<file path="src/core/icsr_regs.svh">
// What this block does
// - Write command copies access data into selected CSR, then clears write bit.
// - Core select picks core offset; otherwise offset within the selected user bank.
// - Host writes ignore user bank write permits; permits gate serial bus only.
// - Host writes into configuration ROM region are rejected as unsupported.
// - Unsupported write sets access error, clears write bit, changes nothing.
// - Read command loads CSR into data field, clears read bit, sets received flag.
// - ROM reads quadlet only; user reads quadlet or block up to 8; else error.
// - Lock command is compare-swap: equal compare writes the swap value.
// - Failed compare or unsupported target leaves CSR alone and sets access error.
// - Lock returns old CSR value, clears lock bit, sets received flag.
// - Bus write or lock with request irq pending aborts host command, sets busy.
// - User space holds 128 bytes, split into up to four banks.
// - Bank size counts quadlets; size zero disables the bank.
// - Per-bank write, read and swap permits gate serial-bus access.
// - Bank base is 28 low bits under fixed upper bits 0x000FFFFF.
// - User block request longer than 8 answers as a type error.
// - Core area wins over any overlapping user bank.
// - One STATE register; clear alias clears ones, set alias sets ones.
// - Setting link-off through set alias raises the link-off flag.
// - Cycle-master bit follows root and control; alias writes with that bit one raise its flag.
// - State field reads 1 from bus reset to self-ID done; host cannot write it.
// - Bus write to clear alias clears only fields written as one.
// - Bus write to reset-start raises command reset and applies reset values.
`ifndef ICSR_REGS_SVH
`define ICSR_REGS_SVH

// ============================================================
// Host register selectors
`define ICSR_SEL_CMD 2'h0
`define ICSR_SEL_DATA 2'h1
`define ICSR_SEL_SWAP 2'h2

// ============================================================
// Core area offsets
`define ICSR_UPPER 20'hfffff
`define ICSR_OFF_STCLR 28'h0000000
`define ICSR_OFF_STSET 28'h0000004
`define ICSR_OFF_RST 28'h000000c
`define ICSR_ROM_LO 28'h0000400
`define ICSR_CORE_END 28'h0000800

// ============================================================
// User space sizing
`define ICSR_US_BYTES 128
`define ICSR_US_QUADS (`ICSR_US_BYTES / 4)
`define ICSR_MAX_BLK 8'h08

// ============================================================
// STATE fields and reset values
`define ICSR_ST_LINKOFF 9
`define ICSR_ST_CMSTR 8
`define ICSR_ST_INIT 32'h00000000
`define ICSR_ST_SB_MASK 32'h00008700
`define ICSR_ST_HOST_MASK 32'hfffffffc
`define ICSR_ST_RST_KEEP 32'h00000300
`define ICSR_ST_RST_SET 32'h00008000

`endif

</file>
<file path="src/core/icsr_pkg.sv">
package icsr_pkg;

	typedef enum logic [1:0] {OP_NONE, OP_READ, OP_WRITE, OP_LOCK} icsr_op_t;
	typedef enum logic [2:0] {TG_NONE, TG_STCLR, TG_STSET, TG_RST, TG_ROM, TG_USER} icsr_tgt_t;
	typedef enum logic [1:0] {RC_COMPLETE, RC_TYPE_ERR, RC_ADDR_ERR} icsr_rcode_t;
	typedef enum logic [1:0] {ST_IDLE, ST_FETCH, ST_EXEC} icsr_fsm_t;

	typedef struct packed {
		logic [8:0] rsvd;
		logic [3:0] read_len;
		logic [11:0] target_offset_field;
		logic [1:0] bank_select_field;
		logic core_area_select;
		logic busy;
		logic lock;
		logic read;
		logic write;
	} icsr_cmd_t;

	typedef struct packed {
		logic access_error_flag;
		logic read_data_received_flag;
		logic [31:0] access_data_field;
	} icsr_data_t;

	typedef struct packed {
		logic [27:0] bank_base_address;
		logic [5:0] bank_length_quadlets;
		logic bank_write_permit;
		logic bank_read_permit;
		logic bank_swap_permit;
	} icsr_bank_t;

	typedef struct packed {
		icsr_op_t op;
		logic [47:0] offset;
		logic [7:0] blk_len;
		logic [31:0] wdata;
		logic [31:0] arg;
	} icsr_sbreq_t;

	typedef struct packed {
		logic from_sb;
		icsr_op_t op;
		icsr_tgt_t tgt;
		icsr_rcode_t err;
		logic [4:0] uidx;
		logic [31:0] wdata;
		logic [31:0] arg;
	} icsr_ctx_t;

endpackage

</file>
<file path="src/core/icsr_mem.sv">
`timescale 1ns/1ps
module icsr_mem #(
	parameter int DW = 32,
	parameter int DEPTH = 32,
	parameter int AW = 5
) (
	input wire logic mclk_i,
	input wire logic we_i,
	input wire logic [AW-1:0] waddr_i,
	input wire logic [DW-1:0] wdata_i,
	input wire logic [AW-1:0] raddr_i,
	output logic [DW-1:0] rdata_o
);
	logic [DW-1:0] mem_q [0:DEPTH-1];

	// Storage has no reset; contents are undefined until written
	always_ff @(posedge mclk_i)
	begin
		if (we_i)
			mem_q[waddr_i] <= wdata_i;
		rdata_o <= mem_q[raddr_i];
	end
endmodule // icsr_mem

</file>
<file path="src/core/icsr_top.sv">
`timescale 1ns/1ps
`include "icsr_regs.svh"
module icsr_top #(
	parameter int US_QUADS = `ICSR_US_QUADS,
	parameter int NBANK = 4
) (
	input wire logic mclk_i,
	input wire logic sys_rst_i,
	input wire logic hreg_we_i,
	input wire logic [1:0] hreg_sel_i,
	input wire logic [31:0] hreg_wdata_i,
	input wire icsr_pkg::icsr_bank_t [NBANK-1:0] bank_cfg_i,
	input wire logic sb_req_i,
	input wire icsr_pkg::icsr_sbreq_t sb_reqd_i,
	input wire logic received_csr_request_irq_i,
	input wire logic bus_reset_i,
	input wire logic selfid_done_i,
	input wire logic is_root_i,
	input wire logic cycle_master_control_i,
	input wire logic [31:0] rom_rdata_i,
	output icsr_pkg::icsr_cmd_t cmd_reg_o,
	output icsr_pkg::icsr_data_t data_reg_o,
	output logic [31:0] swap_value_field_o,
	output logic [31:0] node_state_image_o,
	output logic [7:0] rom_addr_o,
	output logic sb_ready_o,
	output logic sb_ack_o,
	output icsr_pkg::icsr_rcode_t sb_rcode_o,
	output logic [31:0] sb_rdata_o,
	output logic linkoff_flag_o,
	output logic cmstr_flag_o,
	output logic command_reset_irq_o
);
	icsr_pkg::icsr_fsm_t fsm_q, fsm_d;
	icsr_pkg::icsr_ctx_t ctx_q, ctx_d;
	icsr_pkg::icsr_cmd_t cmd_q, cmd_d;
	icsr_pkg::icsr_data_t data_q, data_d;
	logic [31:0] swap_q, st_q, st_d;
	logic [7:0] rom_q;
	logic ack_q, lof_q, cmf_q, crst_q;
	icsr_pkg::icsr_rcode_t rc_q;
	logic [31:0] rdat_q;
	logic [31:0] mem_rdata;

	// ============================================================
	// Source selection
	wire host_pend = cmd_q.write | cmd_q.read | cmd_q.lock;
	wire idle = (fsm_q == icsr_pkg::ST_IDLE);
	// Bus requests wait for ready, also in the cycle after reset
	wire take_sb = idle & sb_req_i & sb_ready_o;
	wire take_host = idle & ~sb_req_i & host_pend;
	wire sb_wl = (sb_reqd_i.op == icsr_pkg::OP_WRITE) | (sb_reqd_i.op == icsr_pkg::OP_LOCK);
	wire abort_host = take_sb & sb_wl & received_csr_request_irq_i & host_pend;
	wire icsr_pkg::icsr_op_t host_op = cmd_q.write ? icsr_pkg::OP_WRITE :
		cmd_q.read ? icsr_pkg::OP_READ : icsr_pkg::OP_LOCK;
	wire icsr_pkg::icsr_op_t d_op = sb_req_i ? sb_reqd_i.op : host_op;
	wire [7:0] d_len = sb_req_i ? sb_reqd_i.blk_len : {4'h0, cmd_q.read_len};
	wire sb_upper_ok = (sb_reqd_i.offset[47:28] == `ICSR_UPPER);
	wire d_core = sb_req_i ? (sb_reqd_i.offset[27:0] < `ICSR_CORE_END) : cmd_q.core_area_select;
	wire [27:0] d_off = sb_req_i ? sb_reqd_i.offset[27:0] : {16'h0000, cmd_q.target_offset_field};

	// ============================================================
	// Bank layout and hit detection
	logic [6:0] bstart [0:NBANK];
	logic [NBANK-1:0] bhit;
	logic [5:0] brel [0:NBANK-1];
	assign bstart[0] = 7'h00;
	for (genvar k = 0; k < NBANK; k++)
	begin : g_bank
		wire [27:0] rel = d_off - bank_cfg_i[k].bank_base_address;
		wire [5:0] sz = bank_cfg_i[k].bank_length_quadlets;
		assign bstart[k+1] = bstart[k] + {1'b0, sz};
		assign brel[k] = rel[7:2];
		assign bhit[k] = (d_off >= bank_cfg_i[k].bank_base_address) && (rel[27:8] == 20'h00000)
			&& (rel[1:0] == 2'b00) && (rel[7:2] < sz);
	end

	logic [1:0] sb_bank;
	logic sb_any;
	always_comb
	begin
		sb_bank = 2'd0;
		sb_any = 1'b0;
		for (int k = NBANK - 1; k >= 0; k--)
		begin
			if (bhit[k])
			begin
				sb_bank = 2'(k);
				sb_any = 1'b1;
			end
		end
	end

	wire [1:0] u_bank = sb_req_i ? sb_bank : cmd_q.bank_select_field;
	wire [9:0] h_qidx = cmd_q.target_offset_field[11:2];
	wire h_inbank = (cmd_q.target_offset_field[1:0] == 2'b00) &&
		(h_qidx < {4'h0, bank_cfg_i[u_bank].bank_length_quadlets});
	wire u_hit = sb_req_i ? sb_any : h_inbank;
	wire [6:0] u_rel = sb_req_i ? {1'b0, brel[sb_bank]} : h_qidx[6:0];
	wire [6:0] u_idx7 = bstart[u_bank] + u_rel;
	wire u_ok = u_hit && (u_idx7 < 7'(US_QUADS));
	wire icsr_pkg::icsr_bank_t u_cfg = bank_cfg_i[u_bank];

	// ============================================================
	// Target and error decode
	wire icsr_pkg::icsr_tgt_t core_tgt = (d_off == `ICSR_OFF_STCLR) ? icsr_pkg::TG_STCLR :
		(d_off == `ICSR_OFF_STSET) ? icsr_pkg::TG_STSET :
		(d_off == `ICSR_OFF_RST) ? icsr_pkg::TG_RST :
		((d_off >= `ICSR_ROM_LO) && (d_off < `ICSR_CORE_END)) ? icsr_pkg::TG_ROM :
		icsr_pkg::TG_NONE;
	wire icsr_pkg::icsr_tgt_t d_tgt = (sb_req_i && !sb_upper_ok) ? icsr_pkg::TG_NONE :
		d_core ? core_tgt : (u_ok ? icsr_pkg::TG_USER : icsr_pkg::TG_NONE);
	wire is_rd = (d_op == icsr_pkg::OP_READ);
	wire is_wr = (d_op == icsr_pkg::OP_WRITE);
	wire is_lk = (d_op == icsr_pkg::OP_LOCK);
	wire rom_bad = !is_rd || (d_len != 8'h00);
	wire st_bad = is_lk || (d_len != 8'h00);
	wire usr_len_bad = (d_len > `ICSR_MAX_BLK);
	wire usr_perm_bad = sb_req_i && ((is_wr && !u_cfg.bank_write_permit) ||
		(is_rd && !u_cfg.bank_read_permit) || (is_lk && !u_cfg.bank_swap_permit));
	wire type_bad = (d_tgt == icsr_pkg::TG_ROM) ? rom_bad :
		((d_tgt == icsr_pkg::TG_STCLR) || (d_tgt == icsr_pkg::TG_STSET)) ? st_bad :
		(d_tgt == icsr_pkg::TG_RST) ? (!is_wr || !sb_req_i) :
		(d_tgt == icsr_pkg::TG_USER) ? (usr_len_bad || usr_perm_bad) : 1'b0;
	wire icsr_pkg::icsr_rcode_t d_err = (d_tgt == icsr_pkg::TG_NONE) ? icsr_pkg::RC_ADDR_ERR :
		type_bad ? icsr_pkg::RC_TYPE_ERR : icsr_pkg::RC_COMPLETE;

	// ============================================================
	// Execute stage values
	wire ok_x = (ctx_q.err == icsr_pkg::RC_COMPLETE);
	wire [31:0] old_val = (ctx_q.tgt == icsr_pkg::TG_USER) ? mem_rdata :
		(ctx_q.tgt == icsr_pkg::TG_ROM) ? rom_rdata_i :
		((ctx_q.tgt == icsr_pkg::TG_STCLR) || (ctx_q.tgt == icsr_pkg::TG_STSET)) ? st_q : 32'h0;
	wire exec = (fsm_q == icsr_pkg::ST_EXEC);
	wire x_wr = exec && ok_x && (ctx_q.op == icsr_pkg::OP_WRITE);
	wire cmp_eq = (old_val == ctx_q.arg);
	wire x_lk = exec && ok_x && (ctx_q.op == icsr_pkg::OP_LOCK) && cmp_eq;
	wire [31:0] new_val = (ctx_q.op == icsr_pkg::OP_LOCK) ? ctx_q.wdata : ctx_q.arg;
	wire mem_we = (x_wr || x_lk) && (ctx_q.tgt == icsr_pkg::TG_USER);
	wire [31:0] st_mask = ctx_q.from_sb ? `ICSR_ST_SB_MASK : `ICSR_ST_HOST_MASK;
	wire st_clr = x_wr && (ctx_q.tgt == icsr_pkg::TG_STCLR);
	wire st_set = x_wr && (ctx_q.tgt == icsr_pkg::TG_STSET);
	wire cmd_rst = x_wr && (ctx_q.tgt == icsr_pkg::TG_RST);
	wire [31:0] wmask = new_val & st_mask;

	icsr_mem #(.DW(32), .DEPTH(US_QUADS), .AW(5)) u_mem (
		.mclk_i(mclk_i),
		.we_i(mem_we),
		.waddr_i(ctx_q.uidx),
		.wdata_i(new_val),
		.raddr_i(ctx_q.uidx),
		.rdata_o(mem_rdata)
	);

	// ============================================================
	// Sequencer
	always_comb
	begin
		fsm_d = fsm_q;
		ctx_d = ctx_q;
		case (fsm_q)
			icsr_pkg::ST_IDLE:
			begin
				if (take_sb || take_host)
				begin
					fsm_d = icsr_pkg::ST_FETCH;
					ctx_d.from_sb = sb_req_i;
					ctx_d.op = d_op;
					ctx_d.tgt = d_tgt;
					ctx_d.err = d_err;
					ctx_d.uidx = u_idx7[4:0];
					ctx_d.wdata = sb_req_i ? sb_reqd_i.wdata : swap_q;
					ctx_d.arg = sb_req_i ? sb_reqd_i.arg : data_q.access_data_field;
				end
			end
			icsr_pkg::ST_FETCH: fsm_d = icsr_pkg::ST_EXEC;
			icsr_pkg::ST_EXEC: fsm_d = icsr_pkg::ST_IDLE;
			default: fsm_d = icsr_pkg::ST_IDLE;
		endcase
	end

	// ============================================================
	// Host command and data registers
	always_comb
	begin
		cmd_d = cmd_q;
		data_d = data_q;
		if (hreg_we_i && (hreg_sel_i == `ICSR_SEL_CMD))
		begin
			cmd_d = icsr_pkg::icsr_cmd_t'(hreg_wdata_i);
			cmd_d.busy = 1'b0;
			cmd_d.rsvd = 9'h000;
		end
		if (hreg_we_i && (hreg_sel_i == `ICSR_SEL_DATA))
		begin
			data_d.access_data_field = hreg_wdata_i;
			data_d.access_error_flag = 1'b0;
			data_d.read_data_received_flag = 1'b0;
		end
		if (abort_host)
		begin
			cmd_d.write = 1'b0;
			cmd_d.read = 1'b0;
			cmd_d.lock = 1'b0;
			cmd_d.busy = 1'b1;
		end
		if (exec && !ctx_q.from_sb)
		begin
			if (!ok_x || ((ctx_q.op == icsr_pkg::OP_LOCK) && !cmp_eq))
				data_d.access_error_flag = 1'b1;
			if (ctx_q.op != icsr_pkg::OP_WRITE)
			begin
				if (ok_x)
					data_d.access_data_field = old_val;
				data_d.read_data_received_flag = ok_x;
			end
			cmd_d.write = 1'b0;
			cmd_d.read = 1'b0;
			cmd_d.lock = 1'b0;
		end
	end

	// ============================================================
	// STATE register
	always_comb
	begin
		st_d = st_q;
		if (st_clr)
			st_d = st_q & ~wmask;
		if (st_set)
			st_d = st_q | wmask;
		if (bus_reset_i || cmd_rst)
			st_d = (st_q & `ICSR_ST_RST_KEEP) | `ICSR_ST_RST_SET;
		if (!is_root_i)
			st_d[`ICSR_ST_CMSTR] = 1'b0;
		else if (cycle_master_control_i)
			st_d[`ICSR_ST_CMSTR] = 1'b1;
		st_d[1] = 1'b0;
		if (bus_reset_i)
			st_d[0] = 1'b1;
		else if (selfid_done_i)
			st_d[0] = 1'b0;
		else
			st_d[0] = st_q[0];
	end

	// ============================================================
	// Flops
	always_ff @(posedge mclk_i)
	begin
		if (sys_rst_i)
		begin
			fsm_q <= icsr_pkg::ST_IDLE;
			ctx_q <= '0;
			cmd_q <= '0;
			data_q <= '0;
			swap_q <= 32'h0;
			st_q <= `ICSR_ST_INIT;
			rom_q <= 8'h00;
			sb_ready_o <= 1'b0;
			ack_q <= 1'b0;
			rc_q <= icsr_pkg::RC_COMPLETE;
			rdat_q <= 32'h0;
			lof_q <= 1'b0;
			cmf_q <= 1'b0;
			crst_q <= 1'b0;
		end
		else
		begin
			fsm_q <= fsm_d;
			ctx_q <= ctx_d;
			cmd_q <= cmd_d;
			data_q <= data_d;
			if (hreg_we_i && (hreg_sel_i == `ICSR_SEL_SWAP))
				swap_q <= hreg_wdata_i;
			st_q <= st_d;
			if (idle)
				rom_q <= d_off[9:2];
			sb_ready_o <= (fsm_d == icsr_pkg::ST_IDLE);
			ack_q <= exec && ctx_q.from_sb;
			if (exec)
			begin
				rc_q <= ctx_q.err;
				rdat_q <= old_val;
			end
			lof_q <= st_set && wmask[`ICSR_ST_LINKOFF];
			cmf_q <= (st_set || st_clr) && wmask[`ICSR_ST_CMSTR];
			crst_q <= cmd_rst;
		end
	end

	assign cmd_reg_o = cmd_q;
	assign data_reg_o = data_q;
	assign swap_value_field_o = swap_q;
	assign node_state_image_o = st_q;
	assign rom_addr_o = rom_q;
	assign sb_ack_o = ack_q;
	assign sb_rcode_o = rc_q;
	assign sb_rdata_o = rdat_q;
	assign linkoff_flag_o = lof_q;
	assign cmstr_flag_o = cmf_q;
	assign command_reset_irq_o = crst_q;
endmodule // icsr_top

</file>
<file path="config.mk">
export PLATFORM = sky130hd
export DESIGN_NAME = icsr_top
export DESIGN_NICKNAME = d
export VERILOG_FILES = /design/src/core/icsr_pkg.sv /design/src/core/icsr_mem.sv /design/src/core/icsr_top.sv
export VERILOG_INCLUDE_DIRS = /design/src /design/src/core
export SDC_FILE = /design/constraint.sdc
export NUM_CORES = 2
export LEC_CHECK = 0
export BUFFER_PORTS_ARGS = -buffer_cell sky130_fd_sc_hd__buf_4
export CORE_UTILIZATION = 40
export DETAILED_ROUTE_END_ITERATION = 7
export PLACE_DENSITY_LB_ADDON = 0.3
export SLEW_MARGIN = 20
export SYNTH_ARGS = -nofsm -noshare
export SYNTH_HDL_FRONTEND = slang
export SYNTH_SLANG_ARGS = --single-unit
</file>
<file path="constraint.sdc">
create_clock -name mclk_i -period 15.2 [get_ports mclk_i]
set_clock_uncertainty 0.2 [all_clocks]
set_input_delay 2.28 -clock mclk_i [delete_from_list [all_inputs] [get_ports mclk_i]]
set_output_delay 2.28 -clock mclk_i [all_outputs]
set_load 0.05 [all_outputs]
</file>
; Word level (Yosys, flattened, before mapping)
; Memory sizes are Yosys's and may differ from the RTL's. A register that Yosys moved wholly into a read port is not among the register bits.
; Index checks and enable logic that the tools add are counted.
[word_totals]
elab_cells = 254
in_bits = 345
mem_bits_rw = 1024
mem_count = 1
output_inout_bits = 177
register_bits = 247
[classes]
mux = 62
n_bitwise = 19
n_addsub = 8
n_eq_ne = 27
n_reduce_logical = 86
order_cmp = 17
[mem_list]
columns = name, words, word_bits, rd, rd_clocked_by_memory_dff, write_ports, line_no
row1 = u_mem.mem_q, 32, 32, 1, 1, 1, icsr_mem.sv:14  ; logic [DW-1:0] mem_q [0:DEPTH-1];
[ops]
columns = op, n
row1 = $mux W32, 10
row2 = $ge A28 B28 Y1, 4
row3 = $sub A28 B28 Y28, 4
row4 = $logic_not A20 Y1, 4
row5 = $bmux W37 S2, 1
row6 = $mux W34, 2
row7 = $and A32 B32 Y32, 2
row8 = $lt A28 B12 Y1 const B, 2
row9 = $logic_and A1 B1 Y1, 36
row10 = $mux W33, 1
row11 = $eq A32 B32 Y1, 1
row12 = $not A32 Y32, 1
row13 = $or A32 B32 Y32, 1
row14 = $eq A28 B3 Y1 const B, 1
row15 = $eq A28 B4 Y1 const B, 1
row16 = $ge A28 B11 Y1 const B, 1
row17 = $logic_not A28 Y1, 1
row18 = $mux W28, 1
row19 = $lt A6 B6 Y1, 4
row20 = $bmux W7 S3, 1
row21 = $mux W3, 7
row22 = $mux W7, 3
row23 = $eq A20 B20 Y1 const B, 1
row24 = $mux W2, 10
row25 = 37 further kinds, 119

; Depth between registers and ports, before layout
[depth]
ltp_word = 28
ltp_mapped = 42
mapped_depth_nobuf = 37

; Hierarchy
; Synthesis repeated with hierarchy kept, for this count alone.
[unflattened]
hier_cells = 5219
area_unflattened_um2 = 62706.4
[modules_own_cells]
columns = module, seq_area_each_um2, area_each_um2, cells_each, n_inst
row1 = icsr_mem, 31390.1, 40485.1, 2260, 1
row2 = icsr_top, 4924.7, 22221.3, 2959, 1

; Least setup slack after synthesis
; No wires, ideal clock.
[synth_path]
path_kind = input -> register
from = input port sb_req_i
to = register ctx_q[69] (netlist name)
required_ns = 14.884
path_slack_ns = 3.730
path_buffers = 7
cell_stages = 40
setup_ns = 0.116
arrival_time_ns = 11.154
cell_sequence = buf_6 buf_2 buf_1 clkbuf_1 clkbuf_1 mux2i_1 inv_1 ha_1 o211a_1 o31a_2 nor2_1 o21ai_0 xor2_1 ha_1 nor2b_1 a2111oi_0 o2111a_1 o2111ai_1 [... 4 more ...] o31ai_4 buf_4 clkbuf_1 nand2_1 o21ai_0 ha_1 a21o_1 a21o_1 a21o_1 a21oi_1 xnor2_1 or3_1 a31o_2 a2111oi_2 a21o_2 and2_1 o211ai_1 o211a_1
[synth_between]
elab_chain_cells = 28
word_cells_on_any_way = 117
classes_between = 5 x add/sub / 13 x order compare / 10 x eq/ne / 36 x mux / 7 x bitwise / 46 x reduce/logical
[synth_rtl]
columns = item, line_no
row1 = "start, declared", icsr_top.sv:13  ; input wire logic sb_req_i,
row2 = $mux W28 *, icsr_top.sv:60  ; wire [27:0] d_off = sb_req_i ? sb_reqd_i.offset[27:0] : {16'h0000, cmd_q.target_offset_field};
row3 = via d_off[2], icsr_top.sv:60
row4 = "parallel branches: the longest is 26 deep, another holds $sub A28 B28 Y28", n/a
row5 = $mux W2 *, icsr_top.sv:125  ; wire icsr_pkg::icsr_rcode_t d_err = (d_tgt == icsr_pkg::TG_NONE) ? icsr_pkg::RC_ADDR_ERR :
row6 = "end signal, assigned", icsr_top.sv:271  ; ctx_q <= ctx_d;
row7 = "end, declared", icsr_top.sv:35  ; icsr_pkg::icsr_ctx_t ctx_q, ctx_d;
; Mark *: on every way through the listed nets, which the timed path passes. The select of a mux whose other input is x is not followed.
; A chain may end at the register's enable or synchronous reset.

; Final worst setup path
; Ends and elaborated chain as after synthesis.

==> results.md <==
Run status:
- The flow ran to the end, and the final reports show no timing, DRC or antenna violations.

Setup path:
- The category of the worst setup path capture point is a flip-flop.
- The type of the setup path with the least slack is primary input to flip-flop.
- The cell at the slowest stage of the critical path is a2111oi_0.
- The launch point of the worst reg-to-reg path is cmd_reg_o[11].
- The maximum cell stage delay along the critical path is 730 ps.
- Along the worst path, the maximum fanout reaches 66.
- STA classifies the critical path startpoint as a primary input.
- The worst path required time is 15650 ps.
- For the worst setup path, the data arrival time is 11930 ps.
- The critical path starts at sb_req_i.

Synth:
- Yosys printed 0 warnings.
- For this run, the register share of the synthesized area comes to 59.9%.
- After synthesis the cells add up to 0.0606 mm².
- The number of synthesized flops with an enable pin is 1024.
- Counting flops with an async set or reset pin after synthesis yields a share of 0%.
- Each instance of the synthesized netlist takes up on average 13.6 µm².
- Synthesis handed over a netlist of 4463 instances.
- After synthesis, the netlist uses 110 different library cells.
- After synthesis the netlist holds a flip-flop and latch count of 1302.
- The most used flip-flop cell after synthesis is edfxtp_1.

STA:
- The count of final setup violators is 0.
- The setup total negative slack is 0 ps.
- The worst hold slack is 263 ps.
- In this run the tightest slew margin relative to its limit is 21.5%.
- The number of slew-limit violations in the final report came to 0.
- The hold violation total from the final report was 0.
- The post-route minimum period is 11480 ps.
- Dividing the final minimum period by the clock period gives 75.5%.
- The maximum clock frequency is 0.0871 GHz.
- Setup repair after global routing left no endpoint under its margin.
- The slew at the pin with the worst max-slew slack is 1140 ps.

Die:
- The area enclosed by the die boundary is 0.153 mm².
- During I/O placement, the number of pins put on the boundary was 522.
- The starting density of the core is 40.4%.
- In this run the horizontal extent of the chip is 391 µm.
- After floorplanning, the core was sized to cover 0.150 mm².
- The count of standard-cell rows is 142.
- The chip height is 391 µm.

CTS:
- The cell sitting at the root of the clock tree is a clkbuf_16.
- The clock sink count is 1302.
- The number of H-tree levels is 4.
- The CTS clock-pin slew for the worst setup and hold paths is 70 ps.
- The maximum buffer depth of the clock tree is 3.
- The number of buffers created by CTS is 135.
- The number of gates resized after CTS was 0.
- TritonCTS built the clock tree.
- The number of buffers added to fix hold violations after cts is 0.
- The buffer count from post-CTS setup fixing is 0.
- The clock network latency to the later pin of the worst-skew pair is 780 ps.

Drt:
- The average detailed-routed wire length per instance is 32.4 µm.
- The number of design-rule violations left by the first detailed-router iteration is 4899.
- The final wirelength is 229000 µm.
- In this run the remaining antenna-violating nets after routing total 0.
- The routed layout has 43100 vias.
- After detailed routing, the number of remaining DRC violations is 0.
- The first-pass iteration count of the detailed router is 7.
- The average vias per placed instance is 6.09.

Cells and area:
- In the layout the commonest cells are edfxtp_1 (1024), buf_4 (587), nor2_1 (326), nand2_1 (275), dfxtp_1 (273).
- The cell area after layout is 0.0714 mm².
- Once layout is complete, the cells apart from fillers number 7078.
- Compared with the post-synthesis result, the final layout area differs by 17.9%.
- Leaving out fill and tap cells, the most frequent cell in the layout is edfxtp_1.
- Cells with a size suffix above 1 make up 24.7% of the layout.
- At the end of the flow, the number of nets in the layout was 5436.

Worst hold path:
- The startpoint identified for the worst hold timing path is sb_rdata_o[1].
- The path type of the worst min-delay path is flip-flop to flip-flop.

Global routing:
- The met3 global-route usage is 8.49%.
- The most crowded layer after global routing is met2.
- The global routing usage on met1 is 39.5%.
- The first global-routing pass estimated 315000 µm of wire.
- The total global routing overflow is 0.
- The largest net degree at the start of global routing is 152.
- The met2 track demand over resource in global routing is 44.6%.
- In the global route stage, overall resource usage came out at 29.3%.
- The initial antenna violation count is 35.
- The number of global-route vias before repair is 40900.

Pwr:
- The power density of the placed cells is 121 mW/mm².
- The analysis attributes to cell leakage a power of 25.3 nW.
- VDD sags by at most 0.0869 mV.
- The total power draw is 8.65 mW.

Place:
- The number of port buffers is 511.
- At the end of routability-driven placement, the weighted congestion stood at 1.02.
- The final HPWL from detailed placement is 160000 µm.
- The number of placed instances with taps included is 6817.
- In this run the cell area measured after placement is 0.0669 mm².

Run:
- The number of max-cap violations is 0.
## path summary, 6_finish.rpt
kind	endpoint	slack (ps)	depth (start not counted)
hold / removal	sb_rdata_o[1]	260	2
hold reg to reg	sb_rdata_o[1]	260	2
setup / recovery	ctx_q[69]	3720	39
setup reg to reg	ctx_q[69]	5680	37
## area by class of cell
class                           count  area, µm²
Antenna cell                       11       27.5
Clock inverter                     55        737
Multi-Input combinational cell   2729      22900
Sequential cell                  1302      36300
Clock buffer                      195       3800
Fill cell                       13200      78700
Inverter                          178        668
Tap cell                         2016       2520
Timing Repair Buffer              592       4480
## Yosys cell counts, types with 40 or more instances
master	count	area [µm²]
mux4_2	256	5770
ha_1	149	1860
nand2b_1	40	250
edfxtp_1	1024	30700
a22oi_1	158	1190
o21ai_0	103	515
a21o_1	51	383
inv_1	176	661
clkbuf_1	198	743
xor2_1	47	412
nand3_1	58	290
nor2_1	360	1350
mux2i_1	145	1450
a21oi_1	228	1140
nand4_1	72	450
a211oi_1	146	1100
xnor2_1	55	482
mux2_2	91	1020
dfxtp_1	278	5570
nand2_1	276	1040
## per-layer routing
layer,part of all wire (%),vias to the layer above
met4,4.3,30
met5,0.094,-
met3,11,403
li1,-,18300
met1,39,21900
met2,45,2453
## critical path: cells and delay by family
| kind | cells | cell delay (ps) |
|---|---|---|
| compound gates | 21 | 4860 |
| simple gates | 10 | 1910 |
| buf+inv | 3 | 1350 |
| fa+ha+maj | 3 | 1050 |
| xor+xnor | 2 | 390 |
## power by group
part	switching, mW	internal (mW)	leakage (nW)
clock network	1.47	1.88	2.18
logic	0.834	0.449	11.8
registers	0.0602	3.96	11.4
## cell families (layout without fill, tap and decap cells)
group / Yosys count / after routing / share of synthesized area [%]
multiplexers: 492 / 492 / 13.6
buffers and inverters: 441 / 1020 / 2.90
AO/OA/AOI/OAI: 935 / 935 / 10.6
other: 1 / 21 / 0.00619
flip-flops: 1302 / 1302 / 59.9
XOR/XNOR: 103 / 103 / 1.50
AND/OR/NAND/NOR: 1029 / 1029 / 8.08
adder cells (fa/ha/maj): 160 / 160 / 3.33
## per-stage QoR
stage	util (%)	worst slack [ps]
global route	47.6	3190
floorplan	-	3730
global placement	44.5	2990
CTS	47.6	3810
finish	47.6	3720
detailed placement	44.5	3060
## registers in the layout, indices dropped and copies added (netlist names), 2 cells and up, named ones only
| signal | count |
|---|---|
| data_reg_o | 34 |
| rom_addr_o | 8 |
| u_mem.mem_q | 1024 |
| fsm_q | 2 |
| sb_rdata_o | 32 |
| u_mem.rdata_o | 32 |
| sb_rcode_o | 2 |
| ctx_q | 77 |
| node_state_image_o | 3 |
| swap_value_field_o | 32 |
| cmd_reg_o | 23 |
Power figures use the tool's default switching activity.
